File: src/pkg/rps_pkg.sv
// package: register map, reset values and event carrier of the receive statistics block
package rps_pkg;

  // ------------------------------------------------------------
  // register word indices (byte address = 4 * index)
  // ------------------------------------------------------------
  localparam logic [6:0] IDX_OVERRUN = 7'h6b;
  localparam logic [6:0] IDX_SHORT_LO = 7'h6c;
  localparam logic [6:0] IDX_SHORT_HI = 7'h6d;
  localparam logic [6:0] IDX_LONG = 7'h6e;
  localparam logic [6:0] IDX_INT_STATUS = 7'h6f;
  localparam logic [6:0] IDX_INT_ENABLE = 7'h70;
  localparam logic [6:0] IDX_MIN_LEN = 7'h71;
  localparam logic [6:0] IDX_MAX_LEN = 7'h72;
  localparam logic [6:0] IDX_HDLC_CFG = 7'h73;

  // ------------------------------------------------------------
  // field positions and widths
  // ------------------------------------------------------------
  localparam int ADR_LSB = 2;
  localparam int SHORT_W = 27;
  localparam int SHORT_HI_W = 11;
  localparam int BIT_LONG_WRAP = 14;
  localparam int BIT_SHORT_WRAP = 13;
  localparam int BIT_BYTE_WRAP = 12;
  localparam int BIT_FRM_WRAP = 11;
  localparam int CFG_SHORT_DISCARD = 0;
  localparam int CFG_LONG_DISCARD = 1;
  localparam logic [15:0] INT_USED_MASK = 16'h7800;

  // ------------------------------------------------------------
  // reset values
  // ------------------------------------------------------------
  localparam logic [15:0] RST_MIN_LEN = 16'h0004;
  localparam logic [15:0] RST_MAX_LEN = 16'h0600;
  localparam logic [15:0] RST_COUNT16 = 16'h0000;
  localparam logic [SHORT_W-1:0] RST_COUNT27 = 27'h0000000;
  localparam logic [15:0] RST_INT = 16'h0000;
  localparam logic [1:0] RST_CFG = 2'h0;

  // ------------------------------------------------------------
  // events from the receive frame processor, one-cycle pulses
  // ------------------------------------------------------------
  typedef struct packed {
    logic frame_done;
    logic frame_written;
    logic [15:0] payload_len;
    logic lost_partial;
    logic lost_whole;
    logic byte_count_wrap;
    logic good_frame_count_wrap;
  } rps_event_t;

endpackage

File: src/hdl/rps_rx_stats.sv
// receive statistics counters with snapshot buffers and rollover interrupt flags
//
// Chosen here: the Wishbone register port.
`timescale 1ns/10ps
// What this block does
// 16-bit counter of frames lost to overrun
// count partly written and wholly dropped frames
// counter write copies to buffer and clears
// 27-bit counter of written frames below minimum
// short count ignores short discard enable
// short count split; upper write snapshots
// 16-bit counter of written frames above maximum
// long count ignores long discard enable
// status bit 14 on long counter wrap
// status bit 13 on short counter wrap
// status bit 12 on byte counter wrap
// status bit 11 on good frame wrap
// flags sticky until status read; bit 15 unused
// enable register gates each flag onto interrupt
// length counts bytes between control and checksum
// wrap means all ones to zero, continue
module rps_rx_stats (
  // clock and reset
  input wire logic clk_i,
  input wire logic rst_i,
  // wishbone slave
  input wire logic cyc_i,
  input wire logic stb_i,
  input wire logic we_i,
  input wire logic [8:0] adr_i,
  input wire logic [3:0] sel_i,
  input wire logic [31:0] dat_i,
  output logic [31:0] dat_o,
  output logic ack_o,
  // receive frame processor events
  input wire rps_pkg::rps_event_t evt_i,
  // configuration to the frame processor
  output logic short_frame_discard_enable_o,
  output logic long_frame_discard_enable_o,
  output logic [15:0] minimum_packet_length_o,
  output logic [15:0] maximum_packet_length_o,
  // interrupt
  output logic irq_o
);
  // ------------------------------------------------------------
  // state
  // ------------------------------------------------------------
  logic ack_ff, nxt_ack;
  logic [31:0] dat_ff, nxt_dat;
  logic [15:0] overrun_loss_count_ff, nxt_overrun_loss_count;
  logic [15:0] overrun_hold_ff, nxt_overrun_hold;
  logic [rps_pkg::SHORT_W-1:0] short_frame_count_ff, nxt_short_frame_count;
  logic [rps_pkg::SHORT_W-1:0] short_hold_ff, nxt_short_hold;
  logic [15:0] long_frame_count_ff, nxt_long_frame_count;
  logic [15:0] long_hold_ff, nxt_long_hold;
  logic [15:0] int_status_ff, nxt_int_status;
  logic [15:0] receive_interrupt_enable_ff, nxt_receive_interrupt_enable;
  logic [15:0] min_len_ff, nxt_min_len;
  logic [15:0] max_len_ff, nxt_max_len;
  logic [1:0] receive_hdlc_config_ff, nxt_receive_hdlc_config;
  logic irq_ff, nxt_irq;
  // ------------------------------------------------------------
  // bus decode
  // ------------------------------------------------------------
  logic access, wr, rd;
  logic [6:0] idx;
  logic snap_overrun, snap_short, snap_long;
  logic inc_overrun, inc_short, inc_long;
  logic wrap_short, wrap_long;
  logic [16:0] sum_overrun, sum_long;
  logic [rps_pkg::SHORT_W:0] sum_short;
  logic [15:0] set_bits;
  function automatic logic [15:0] merge16(input logic [15:0] old, input logic [31:0] data,
                                          input logic [3:0] sel);
    logic [15:0] res;
    res = old;
    if (sel[0])
    begin
      res[7:0] = data[7:0];
    end
    if (sel[1])
    begin
      res[15:8] = data[15:8];
    end
    return res;
  endfunction
  assign access = cyc_i && stb_i && !ack_ff;
  assign wr = access && we_i;
  assign rd = access && !we_i;
  assign idx = adr_i[8:rps_pkg::ADR_LSB];
  assign snap_overrun = wr && (idx == rps_pkg::IDX_OVERRUN);
  assign snap_short = wr && (idx == rps_pkg::IDX_SHORT_HI);
  assign snap_long = wr && (idx == rps_pkg::IDX_LONG);
  // ------------------------------------------------------------
  // frame qualification
  // ------------------------------------------------------------
  // payload_len is the information field only, between control and checksum
  assign inc_overrun = evt_i.lost_partial || evt_i.lost_whole;
  // discard enables play no part in counting
  assign inc_short = evt_i.frame_done && evt_i.frame_written
                     && (evt_i.payload_len < min_len_ff);
  assign inc_long = evt_i.frame_done && evt_i.frame_written
                    && (evt_i.payload_len > max_len_ff);
  assign sum_overrun = {1'b0, overrun_loss_count_ff} + 17'h00001;
  assign sum_short = {1'b0, short_frame_count_ff} + 28'h0000001;
  assign sum_long = {1'b0, long_frame_count_ff} + 17'h00001;
  assign wrap_short = inc_short && sum_short[rps_pkg::SHORT_W];
  assign wrap_long = inc_long && sum_long[16];
  // ------------------------------------------------------------
  // counters and snapshot buffers
  // ------------------------------------------------------------
  always_comb
  begin
    nxt_overrun_loss_count = overrun_loss_count_ff;
    nxt_overrun_hold = overrun_hold_ff;
    nxt_short_frame_count = short_frame_count_ff;
    nxt_short_hold = short_hold_ff;
    nxt_long_frame_count = long_frame_count_ff;
    nxt_long_hold = long_hold_ff;
    // a snapshot clears the counter but keeps an event of the same cycle
    if (snap_overrun)
    begin
      nxt_overrun_hold = overrun_loss_count_ff;
      nxt_overrun_loss_count = inc_overrun ? 16'h0001 : rps_pkg::RST_COUNT16;
    end
    else if (inc_overrun)
    begin
      nxt_overrun_loss_count = sum_overrun[15:0];
    end
    if (snap_short)
    begin
      nxt_short_hold = short_frame_count_ff;
      nxt_short_frame_count = inc_short ? 27'h0000001 : rps_pkg::RST_COUNT27;
    end
    else if (inc_short)
    begin
      nxt_short_frame_count = sum_short[rps_pkg::SHORT_W-1:0];
    end
    if (snap_long)
    begin
      nxt_long_hold = long_frame_count_ff;
      nxt_long_frame_count = inc_long ? 16'h0001 : rps_pkg::RST_COUNT16;
    end
    else if (inc_long)
    begin
      nxt_long_frame_count = sum_long[15:0];
    end
  end
  always_ff @(posedge clk_i)
  begin
    if (rst_i)
    begin
      overrun_loss_count_ff <= rps_pkg::RST_COUNT16;
      overrun_hold_ff <= rps_pkg::RST_COUNT16;
      short_frame_count_ff <= rps_pkg::RST_COUNT27;
      short_hold_ff <= rps_pkg::RST_COUNT27;
      long_frame_count_ff <= rps_pkg::RST_COUNT16;
      long_hold_ff <= rps_pkg::RST_COUNT16;
    end
    else
    begin
      overrun_loss_count_ff <= nxt_overrun_loss_count;
      overrun_hold_ff <= nxt_overrun_hold;
      short_frame_count_ff <= nxt_short_frame_count;
      short_hold_ff <= nxt_short_hold;
      long_frame_count_ff <= nxt_long_frame_count;
      long_hold_ff <= nxt_long_hold;
    end
  end
  // ------------------------------------------------------------
  // interrupt flags, enables and configuration
  // ------------------------------------------------------------
  always_comb
  begin
    set_bits = 16'h0000;
    set_bits[rps_pkg::BIT_LONG_WRAP] = wrap_long;
    set_bits[rps_pkg::BIT_SHORT_WRAP] = wrap_short;
    set_bits[rps_pkg::BIT_BYTE_WRAP] = evt_i.byte_count_wrap;
    set_bits[rps_pkg::BIT_FRM_WRAP] = evt_i.good_frame_count_wrap;
    nxt_int_status = int_status_ff;
    // a read clears the flags, a set in the same cycle wins
    if (rd && (idx == rps_pkg::IDX_INT_STATUS))
    begin
      nxt_int_status = rps_pkg::RST_INT;
    end
    nxt_int_status = nxt_int_status | set_bits;
    nxt_receive_interrupt_enable = receive_interrupt_enable_ff;
    nxt_min_len = min_len_ff;
    nxt_max_len = max_len_ff;
    nxt_receive_hdlc_config = receive_hdlc_config_ff;
    if (wr && (idx == rps_pkg::IDX_INT_ENABLE))
    begin
      nxt_receive_interrupt_enable = merge16(receive_interrupt_enable_ff, dat_i, sel_i)
                                     & rps_pkg::INT_USED_MASK;
    end
    if (wr && (idx == rps_pkg::IDX_MIN_LEN))
    begin
      nxt_min_len = merge16(min_len_ff, dat_i, sel_i);
    end
    if (wr && (idx == rps_pkg::IDX_MAX_LEN))
    begin
      nxt_max_len = merge16(max_len_ff, dat_i, sel_i);
    end
    if (wr && (idx == rps_pkg::IDX_HDLC_CFG) && sel_i[0])
    begin
      nxt_receive_hdlc_config = dat_i[1:0];
    end
    nxt_irq = |(nxt_int_status & nxt_receive_interrupt_enable);
  end
  always_ff @(posedge clk_i)
  begin
    if (rst_i)
    begin
      int_status_ff <= rps_pkg::RST_INT;
      receive_interrupt_enable_ff <= rps_pkg::RST_INT;
      min_len_ff <= rps_pkg::RST_MIN_LEN;
      max_len_ff <= rps_pkg::RST_MAX_LEN;
      receive_hdlc_config_ff <= rps_pkg::RST_CFG;
      irq_ff <= 1'b0;
    end
    else
    begin
      int_status_ff <= nxt_int_status;
      receive_interrupt_enable_ff <= nxt_receive_interrupt_enable;
      min_len_ff <= nxt_min_len;
      max_len_ff <= nxt_max_len;
      receive_hdlc_config_ff <= nxt_receive_hdlc_config;
      irq_ff <= nxt_irq;
    end
  end
  // ------------------------------------------------------------
  // bus answer: ack one cycle after the request, data with it
  // ------------------------------------------------------------
  always_comb
  begin
    nxt_ack = access;
    nxt_dat = 32'h00000000;
    if (rd)
    begin
      case (idx)
        rps_pkg::IDX_OVERRUN: nxt_dat[15:0] = overrun_hold_ff;
        rps_pkg::IDX_SHORT_LO: nxt_dat[15:0] = short_hold_ff[15:0];
        rps_pkg::IDX_SHORT_HI: nxt_dat[rps_pkg::SHORT_HI_W-1:0] =
          short_hold_ff[rps_pkg::SHORT_W-1:16];
        rps_pkg::IDX_LONG: nxt_dat[15:0] = long_hold_ff;
        rps_pkg::IDX_INT_STATUS: nxt_dat[15:0] = int_status_ff;
        rps_pkg::IDX_INT_ENABLE: nxt_dat[15:0] = receive_interrupt_enable_ff;
        rps_pkg::IDX_MIN_LEN: nxt_dat[15:0] = min_len_ff;
        rps_pkg::IDX_MAX_LEN: nxt_dat[15:0] = max_len_ff;
        rps_pkg::IDX_HDLC_CFG: nxt_dat[1:0] = receive_hdlc_config_ff;
        default: nxt_dat = 32'h00000000;
      endcase
    end
  end
  always_ff @(posedge clk_i)
  begin
    if (rst_i)
    begin
      ack_ff <= 1'b0;
      dat_ff <= 32'h00000000;
    end
    else
    begin
      ack_ff <= nxt_ack;
      dat_ff <= nxt_dat;
    end
  end
  assign ack_o = ack_ff;
  assign dat_o = dat_ff;
  assign irq_o = irq_ff;
  assign minimum_packet_length_o = min_len_ff;
  assign maximum_packet_length_o = max_len_ff;
  assign short_frame_discard_enable_o = receive_hdlc_config_ff[rps_pkg::CFG_SHORT_DISCARD];
  assign long_frame_discard_enable_o = receive_hdlc_config_ff[rps_pkg::CFG_LONG_DISCARD];
endmodule

File: config.mk
export PLATFORM = sky130hd
export DESIGN_NAME = rps_rx_stats
export DESIGN_NICKNAME = d
export VERILOG_FILES = /design/src/pkg/rps_pkg.sv /design/src/hdl/rps_rx_stats.sv
export SDC_FILE = /design/constraint.sdc
export NUM_CORES = 1
export LEC_CHECK = 0
export BUFFER_PORTS_ARGS = -buffer_cell sky130_fd_sc_hd__buf_4
export CORE_ASPECT_RATIO = 0.75
export CORE_MARGIN = 1.5
export CORE_UTILIZATION = 52
export CTS_CLUSTER_DIAMETER = 80
export DETAILED_ROUTE_END_ITERATION = 8
export PLACE_DENSITY = 0.78
export SYNTH_ARGS = -nofsm -noshare
export SYNTH_HDL_FRONTEND = slang
export SYNTH_SLANG_ARGS = --single-unit
File: constraint.sdc
create_clock -name clk_i -period 2.25 [get_ports clk_i]
set_input_delay 0.3375 -clock clk_i [delete_from_list [all_inputs] [get_ports clk_i]]
set_output_delay 0.3375 -clock clk_i [all_outputs]
set_load 0.01 [all_outputs]
Word-level counts from Yosys, hierarchy flattened --
Cells that the tools add are included.
Cells by class: add/subtract/negate cells 3, magnitude comparators 2, equal/unequal tests 9, mux-type cells 15, bitwise gates (word level) 3, reductions and logical operators 30
Operators with widths (number):
- $mux 16 | 6
- $pmux 9 s8 | 1
- $eq 7x7->1 const B | 9
- $mux 27 | 2
- $pmux 5 s7 | 1
- $add 27x1->28 const B | 1
- $logic_and 1x1->1 | 18
- $pmux 2 s9 | 1
- $add 16x1->17 const B | 1
- $add 16x1->16 const B | 1
- $and 16x16->16 | 1
- $gt 16x16->1 | 1
- $lt 16x16->1 | 1
- $or 16x15->16 | 1
- $reduce_or 16->1 | 1
- $reduce_and 2->1 | 4
- $mux 7 | 1
- $reduce_bool 2->1 | 3
- $mux 1 | 3
- $logic_not 1->1 | 2
- $reduce_or 2->1 | 1
- $logic_or 1x1->1 | 1
- $not 1->1 | 1
Storage, ports and cells: bits in registers 218, bits of input ports 72, output and inout port bits 68, logic and storage cells 79

Logic depth before layout (Yosys ltp) --
Gate-level depths: netlist of run 1.
word-level depth 8, depth in mapped cells 10

Worst setup path before layout of run 1 --
OpenSTA, ideal clock, no wires.
path kind register to register, start reg min_len_ff[6], in the netlist minimum_packet_length_o[6], end reg short_frame_count_ff[4] (netlist bit), library setup time 0.128 ns, arrival 2.152 ns, data required time 2.122 ns, path slack -0.030 ns, cell stages (with the launch flop) 11, path buffers 1, period minus slack after synthesis 2.280 ns, path through dfxtp_1 inv_1 ha_1 a21o_1 a221oi_1 o31ai_1 a211oi_4 buf_2 nand4_1 xor2_1 nor2_1
On the way: longest elaborated chain between the ends 3
Ends and longest elaborated chain:
- start, declared | RTL line rps_rx_stats.sv:58 | logic [15:0] min_len_ff, nxt_min_len;
- start signal, assigned | RTL line rps_rx_stats.sv:216 | min_len_ff <= rps_pkg::RST_MIN_LEN;
- start signal, assigned | RTL line rps_rx_stats.sv:225 | min_len_ff <= nxt_min_len;
- $lt 16x16->1 | RTL line rps_rx_stats.sv:101 | && (evt_i.payload_len < min_len_ff);
- $logic_and 1x1->1 | RTL line rps_rx_stats.sv:101
- $reduce_bool 2->1 (no source line)
- end signal, assigned | RTL line rps_rx_stats.sv:155 | short_frame_count_ff <= rps_pkg::RST_COUNT27;
- end signal, assigned | RTL line rps_rx_stats.sv:164 | short_frame_count_ff <= nxt_short_frame_count;
- end, declared | RTL line rps_rx_stats.sv:52 | logic [rps_pkg::SHORT_W-1:0] short_frame_count_ff, nxt_short_frame_count;
No other way between the ends. A chain may end at the register's enable or synchronous reset.

Worst setup path after layout of run 1 --
start reg max_len_ff[14], in the netlist maximum_packet_length_o[14], end reg long_frame_count_ff[7]
On the way: longest elaborated chain between the ends 3
Ends and longest elaborated chain:
- start, declared | RTL line rps_rx_stats.sv:59 | logic [15:0] max_len_ff, nxt_max_len;
- start signal, assigned | RTL line rps_rx_stats.sv:217 | max_len_ff <= rps_pkg::RST_MAX_LEN;
- start signal, assigned | RTL line rps_rx_stats.sv:226 | max_len_ff <= nxt_max_len;
- $gt 16x16->1 | RTL line rps_rx_stats.sv:103 | && (evt_i.payload_len > max_len_ff);
- $logic_and 1x1->1 | RTL line rps_rx_stats.sv:103
- $reduce_bool 2->1 (no source line)
- end signal, assigned | RTL line rps_rx_stats.sv:157 | long_frame_count_ff <= rps_pkg::RST_COUNT16;
- end signal, assigned | RTL line rps_rx_stats.sv:166 | long_frame_count_ff <= nxt_long_frame_count;
- end, declared | RTL line rps_rx_stats.sv:54 | logic [15:0] long_frame_count_ff, nxt_long_frame_count;
No other way between the ends.

==> results of run 1 <==
## kinds of logic (layout without fill, tap and decap cells)
family / after synthesis / count (layout)
adder cells (fa/ha/maj): 34 / 34
buffers and inverters: 105 / 291
AND/OR/NAND/NOR: 446 / 446
multiplexers: 58 / 58
flip-flops: 202 / 202
AO/OA/AOI/OAI: 186 / 186
XOR/XNOR: 49 / 49
other: 1 / 16
## cell type report
class / count / area (um2) / area share (%)
Clock buffer: 26 / 564 / 4.71
Clock inverter: 10 / 131 / 1.10
Inverter: 34 / 128 / 1.06
Multi-Input combinational cell: 789 / 5080 / 42.4
Sequential cell: 202 / 4050 / 33.8
Tap cell: 236 / 295 / 2.46
Timing Repair Buffer: 221 / 1740 / 14.5
## synth_stat cells (18+ instances only)
| library cell | count | area, um2 |
|---|---|---|
| inv_1 | 34 | 128 |
| dfxtp_1 | 202 | 4040 |
| ha_1 | 34 | 425 |
| and3_1 | 22 | 138 |
| nand4_1 | 27 | 169 |
| xor2_1 | 37 | 324 |
| and2_1 | 39 | 244 |
| nor2_1 | 109 | 409 |
| nand2_1 | 170 | 638 |
| mux2i_1 | 56 | 561 |
| nand3_1 | 29 | 145 |
| a221oi_1 | 18 | 158 |
| a21oi_1 | 96 | 480 |
| o21ai_0 | 25 | 125 |
| clkbuf_1 | 40 | 150 |
## worst max-delay path: cells and delay by family, from the launching register on
kind | cells | cell delay, ns
AND/OR/NAND/NOR | 4 | 0.78
AO/OA/AOI/OAI | 2 | 0.29
buffers and inverters | 4 | 0.43
adder cells (fa/ha/maj) | 1 | 0.21
XOR/XNOR | 1 | 0.14
flip-flops | 1 | 0.34
## through the flow
| step | setup TNS [ns] | instance area, um2 | worst slack (ns) | power, mW |
|---|---|---|---|---|
| global placement | -10.47 | 10900 | -0.355 | 4.07 |
| CTS | -0.0360 | 11700 | -0.0280 | 7.58 |
| global route | -2.18 | 12000 | -0.116 | 7.80 |
| detailed placement | -11.97 | 10900 | -0.380 | 4.07 |
| floorplan | 0 | 9270 | 0.00960 | 3.89 |
| finish | -0.0746 | 12000 | -0.0442 | 7.59 |
## flip-flops by register name (all words and copies together), names as in the netlist
register and count:
short_frame_count_ff 27, short_hold_ff 27, dat_o 16, int_status_ff 16
long_frame_count_ff 16, long_hold_ff 16, maximum_packet_length_o 16, minimum_packet_length_o 16
overrun_hold_ff 16, overrun_loss_count_ff 16, receive_interrupt_enable_ff 16, receive_hdlc_config_ff 2
ack_o 1, irq_o 1
## path summary, 6_finish.rpt
kind | startpoint | depth (start not counted) | slack (ns) | end
worst max register to register | maximum_packet_length_o[14] | 12 | -0.04 | long_frame_count_ff[7]
worst max-delay path | maximum_packet_length_o[14] | 12 | -0.04 | long_frame_count_ff[7]
worst min register to register | overrun_hold_ff[9] | 2 | 0.46 | overrun_hold_ff[9]
worst min-delay path | dat_i[9] | 2 | 0.07 | maximum_packet_length_o[9]
## timing repair
item / 4_1_cts / 5_1_grt
hold buffers: 0 / 0
endpoints found under the setup margin: 41 / 42
pin swaps: 17 / 20
buffers inserted: 2 / 1
cloned: 1 / 0
gates resized for setup: 26 / 39
## metal layers
layer	wire length, um	GRT usage, %	vias up	part of all wire, %
met5	0	0	-	0
met4	770	8.21	0	2.8
met3	2490	4.14	60	9.0
met2	12000	44.5	433	44
met1	12300	42.4	4089	45
li1	-	-	4074	-
## power by group
| group | switching [mW] | total [mW] | internal, mW | leakage, nW |
|---|---|---|---|---|
| Combinational | 0.256 | 0.464 | 0.208 | 2.71 |
| Clock | 1.41 | 3.53 | 2.12 | 0.343 |
| Sequential | 0.0144 | 3.60 | 3.59 | 1.63 |
==> impl_results.md, run 1 <==
- Status: complete, but fails checks
- Failing checks: negative setup slack
- Crit share post-route: 102%
- Placement Rows: between 40 and 50
- Clock skew after layout: between 0.01 and 0.015 ns
- First-pass GRT wire length: between 40,000 and 50,000 um
- Clk_lat worst skew: between 0.4 and 0.5 ns
- Non-Filler Instances: between 1,500 and 2,000
- TritonCTS buffer count: 20
- Post-layout util: between 70 and 80%
- Most common cell after layout, fill and taps aside: buf_4
- Vias in the first global route: 7,908
- DRT Pass-1 Iters: 8
- Compound-Gate Fraction of Synth Area: between 10% and 20%
- Total wire length: approximately 28,000 um
- Share of layout cells above drive strength 1: between 20 and 25%
- Layout Nets: between 1,000 and 1,500
- Post-route ant nets: 0
- Mapped Area: around 0.0092 mm2
- Worst EP required: between 2 and 3 ns
- Sequential share of the synthesized area: between 40% and 50%
- Grt ovf: 0
- Setup ws final: -0.0442 ns
- Main flop type after synthesis: dfxtp_1
- Sequence of cells on the critical path: inv_2 -> ha_4 -> buf_6 -> a21oi_2 -> nand2_1 -> a21oi_2 -> or4b_4 -> buf_6 -> nand3_4 -> buf_6 -> xor2_1 -> nor2_1
- Layout area overhead: 30.3%
- Critical path endpoint category: register
- Io pins: 140
- Worst setup SP type: register
- Crit path max fanout: 5
- Clock Tree Root: clkbuf_16
- WL/cell: around 18 um
- Rel. slew slack: between 40% and 50%
- Vias per cell: around 5.7
- Leak: roughly 4.7 nW
- Crit path DAT: between 2 and 3 ns
- RSZ-0062 raised after global routing: true
- Core box area: between 0.015 and 0.02 mm2
- Ant. Diodes: 0
- CTS sink cnt: between 200 and 250
- Final setup fails: 3
- Initial core utilization: around 54%
- CTS tree: done
- Mean Syn Cell Area: between 8 and 9 um2
- DRT iter0 DRCs: 999
- DR DRC count: 0
- Fmax: between 0.4 and 0.5 GHz
- DR vias: around 8,700
- Final Wtd Congestion: approximately 0.94
- Combinational family with the most area after synthesis: simple AND/OR/NAND/NOR gates
- #FFs+latches synth: 202
- Die W: 157 um
- Max rail drop VDD: 0.458 mV
- Post-DP HPWL: ~20,000 um
- YS warnings: 0
- Hold crit path type: in -> reg
- Syn Inst Count: between 1,000 and 1,500
- Initial antenna violation count: 0
- Mux contribution to synthesized area: around 6.3%
- Fill cells: 1,298
- Post-Synth Simple-Gate Area: between 20 and 25%
- Pin count of the biggest net entering global routing: between 40 and 50
- XOR/XNOR share of the synthesized area: under 10%
- Min Tclk post-route: about 2.3 ns
- CP Class: reg -> reg
- MaxCap Viol Count: 0
- Count of cell types in the netlist: 53
- H-tree depth: 1
- Worst-path clk slew: 0.07 ns
- Final Hold Viols: 0
- Die extent in y: 118 um
- Post-synth ARST share: 0%
- Pwr Density: between 600 and 700 mW/mm2
- Slew Limit Fails: 0
- Die area: approximately 0.019 mm2
- Post-Place Cells: around 1,500
- Crit-path slowest cell: or4b_4
- Worst hold slack: ~0.074 ns
- Post-Synth Adder-Cell Area: 4.62%
- Clock Tree Buf Depth: 3
- Worst path most repeated cell: buf_6
- Number of synthesized flops with an enable pin: 0
- Buffers on Ports: roughly 100
- Least-Margin Pin Slew: around 0.83 ns
- Tot GR Track Use: between 20 and 30%
- Commonest cells after routing, fill and taps aside: buf_4 (210), dfxtp_1 (194), nand2_1 (169)
- Crit path largest cell delay: 0.55 ns
(Power assumes the default switching activity.)
==> run 2, diff against run 1 <==
--- a/config.mk
+++ b/config.mk
@@ -6,7 +6,7 @@
 export NUM_CORES = 1
 export LEC_CHECK = 0
 export BUFFER_PORTS_ARGS = -buffer_cell sky130_fd_sc_hd__buf_4
-export CORE_ASPECT_RATIO = 0.75
+export CORE_ASPECT_RATIO = 1.25
 export CORE_MARGIN = 1.5
 export CORE_UTILIZATION = 52
 export CTS_CLUSTER_DIAMETER = 80
==> run 2 against run 1 <==
Effect of this change: the run still ends with negative setup slack left; die area barely moved; clock-buffer cell count fell by 6; critical path type unchanged; setup slack got worse by 0.31 ns; wire length up 1.3%; first-iteration DRC count decreased by 42%; utilization fell by 1.7 points; flip-flop and latch count unchanged; combinational power shrank 2%; critical endpoint unchanged; clock skew up 0.0014 ns; maximum frequency is 12% lower.
==> impl_results.md, run 2 (synthesized netlist as in run 1, its figures left out) <==
- Post-route ant nets: 0 (unchanged)
- Final Wtd Congestion: 0.957 (+1.4%)
- Vias in the first global route: 7,877 (-0.39%)
- Clk_lat worst skew: 0.49 ns (about the same)
- Status: complete, but fails checks
- Rel. slew slack: 60.6% (+17 points)
- Critical path endpoint category: register
- Clock skew after layout: 0.0128 ns (+0.00144 ns)
- WL/cell: 18.7 um (+2.7%)
- Die W: 122 um (-22%)
- Crit share post-route: 116% (+14 points)
- Crit path largest cell delay: 0.57 ns (+0.02 ns)
- Top Usage Layer GRT: met2
- CTS tree: done
- Clock Tree Root: clkbuf_16
- Layout area overhead: 29.1%
- Min Tclk post-route: 2.60 ns (+0.306 ns)
- Tot GR Track Use: 28.3% (-0.74 points)
- Worst Path Buf+Inv: 3 (-1)
- Worst setup SP type: register
- DRT Pass-1 Iters: 5 (-3)
- Max rail drop VDD: 0.599 mV (+31%)
- Post-layout util: 68.4% (-1.7 points)
- Initial core utilization: 53.0% (-0.87 points)
- Share of layout cells above drive strength 1: 24.4% (+0.17 points)
- CP Class: reg -> reg
- Io pins: 140 (unchanged)
- Setup ws final: -0.350 ns (-0.306 ns)
- Grt ovf: 0 (unchanged)
- DRT iter0 DRCs: 578 (-42%)
- DR DRC count: 0 (unchanged)
- Total wire length: 28,000 um (+1.3%)
- Worst path most repeated cell: buf_6
- TritonCTS buffer count: 19 (-5.0%)
- Fmax: 0.385 GHz (-12%)
- Vias per cell: 5.70 (about the same)
- Final setup fails: 30 (+27)
- Post-DP HPWL: 19,800 um (-0.72%)
- First-pass GRT wire length: 41,100 um (-2.7%)
- Top flop regs: short_frame_count_ff (27), short_hold_ff (27)
- Crit-path slowest cell: or4b_4
- DR vias: 8,536 (-1.4%)
- Slew Limit Fails: 0 (unchanged)
- Buffers on Ports: 103 (unchanged)
- Sequence of cells on the critical path: inv_2 -> ha_4 -> nor2b_4 -> o211ai_1 -> a2111oi_2 -> or4b_4 -> buf_6 -> nand3_4 -> buf_6 -> xor2_1 -> nor2_1
- MaxCap Viol Count: 0 (unchanged)
- Hold crit path type: in -> reg
- Commonest cells after routing, fill and taps aside: buf_4 (201), dfxtp_1 (197), nand2_1 (167)
- Final Hold Viols: 0 (unchanged)
- Most common cell after layout, fill and taps aside: buf_4
- Worst hold slack: 0.0647 ns (-0.00968 ns)
- RSZ-0062 raised after global routing: true
- Worst EP required: 2.63 ns (about the same)
- Die area: 0.0185 mm2 (about the same)
- Clock Tree Buf Depth: 3 (unchanged)
- CTS sink cnt: 202 (unchanged)
- Die extent in y: 152 um (+28%)
- Failing checks: negative setup slack
- Final total power: 7.27 mW (-4.3%)
- Pin count of the biggest net entering global routing: 43 (unchanged)
- H-tree depth: 1 (unchanged)
- Worst-path clk slew: 0.07 ns (about the same)
- Crit path max fanout: 5 (unchanged)
- Initial antenna violation count: 1 (+1)
- Placement Rows: 54 (+32%)
- Layout Nets: 1,367 (-0.51%)
- Leak: 4.65 nW (-0.73%)
- Met2 Usage GRT: 50.6% (+6.1 points)
- M1 GR Usage: 33.7% (-8.7 points)
- Crit path DAT: 2.98 ns (+0.30 ns)
- Family with the most delay on the worst path: simple AND/OR/NAND/NOR gates
- Met3 usage: 3.26% (-0.89 points)
- Pwr Density: 612 mW/mm2 (-3.4%)
- Hold_buf cts: 0 (unchanged)
- Core box area: 0.0174 mm2 (+1.6%)
- Least-Margin Pin Slew: 0.589 ns (-0.244 ns)
-- run 2: cell types whose count changed in the layout (fill, tap and decap cells not counted), moves of 3 or more --
cell / previous run / this run
buf_4: 210 / 201
clkbuf_1: 3 / 0
clkinvlp_4: 1 / 4
dfxtp_1: 194 / 197
dfxtp_2: 8 / 5
ha_1: 23 / 26
ha_4: 11 / 8
nand3_1: 23 / 16
nand3_2: 3 / 10
-- run 2: area by class of cell --
class | count | area [um2]
Tap cell | 224 | 280
Inverter | 34 | 128
Fill cell | 1281 | 5480
Multi-Input combinational cell | 789 | 5090
Antenna cell | 1 | 2.50
Timing Repair Buffer | 215 | 1720
Clock buffer | 20 | 489
Sequential cell | 202 | 4050
Clock inverter | 13 | 129
-- run 2: through the flow --
step	std cells	cell area (um2)	setup TNS, ns	setup WS (ns)
detailed placement	1457	10800	-16.81	-0.571
global route	1498	11900	-8.84	-0.450
floorplan	1096	9270	0	0.00960
CTS	1493	11500	-2.54	-0.202
global placement	1457	10800	-14.13	-0.531
finish	1498	11900	-5.30	-0.350
-- run 2: where the power goes --
group	internal (mW)	switching [mW]	total (mW)	leakage, nW
logic	0.204	0.252	0.456	2.72
clock network	1.82	1.39	3.21	0.298
registers	3.59	0.0136	3.60	1.63
total	5.61	1.66	7.27	4.65
-- run 2: path summary, 6_finish.rpt --
| kind | end | slack [ns] | start | depth (start not counted) |
|---|---|---|---|---|
| worst min-delay path | minimum_packet_length_o[2] | 0.06 | dat_i[2] | 2 |
| worst max register to register | long_frame_count_ff[7] | -0.35 | maximum_packet_length_o[1] | 11 |
| worst max-delay path | long_frame_count_ff[7] | -0.35 | maximum_packet_length_o[1] | 11 |
| worst min register to register | overrun_hold_ff[13] | 0.45 | overrun_hold_ff[13] | 2 |
-- run 2: repair_timing --
action | in CTS | in global routing
resized for setup | 23 | 54
pin swaps | 19 | 28
setup endpoints to repair | 46 | 46
cloned | 1 | 2
buffers inserted | 3 | 2
-- run 2: routing by layer --
layer | wire (um) | part of all wire, %
met1 | 10800 | 38
met2 | 13600 | 49
met3 | 1980 | 7.1
met4 | 1610 | 5.7
met5 | 0 | 0
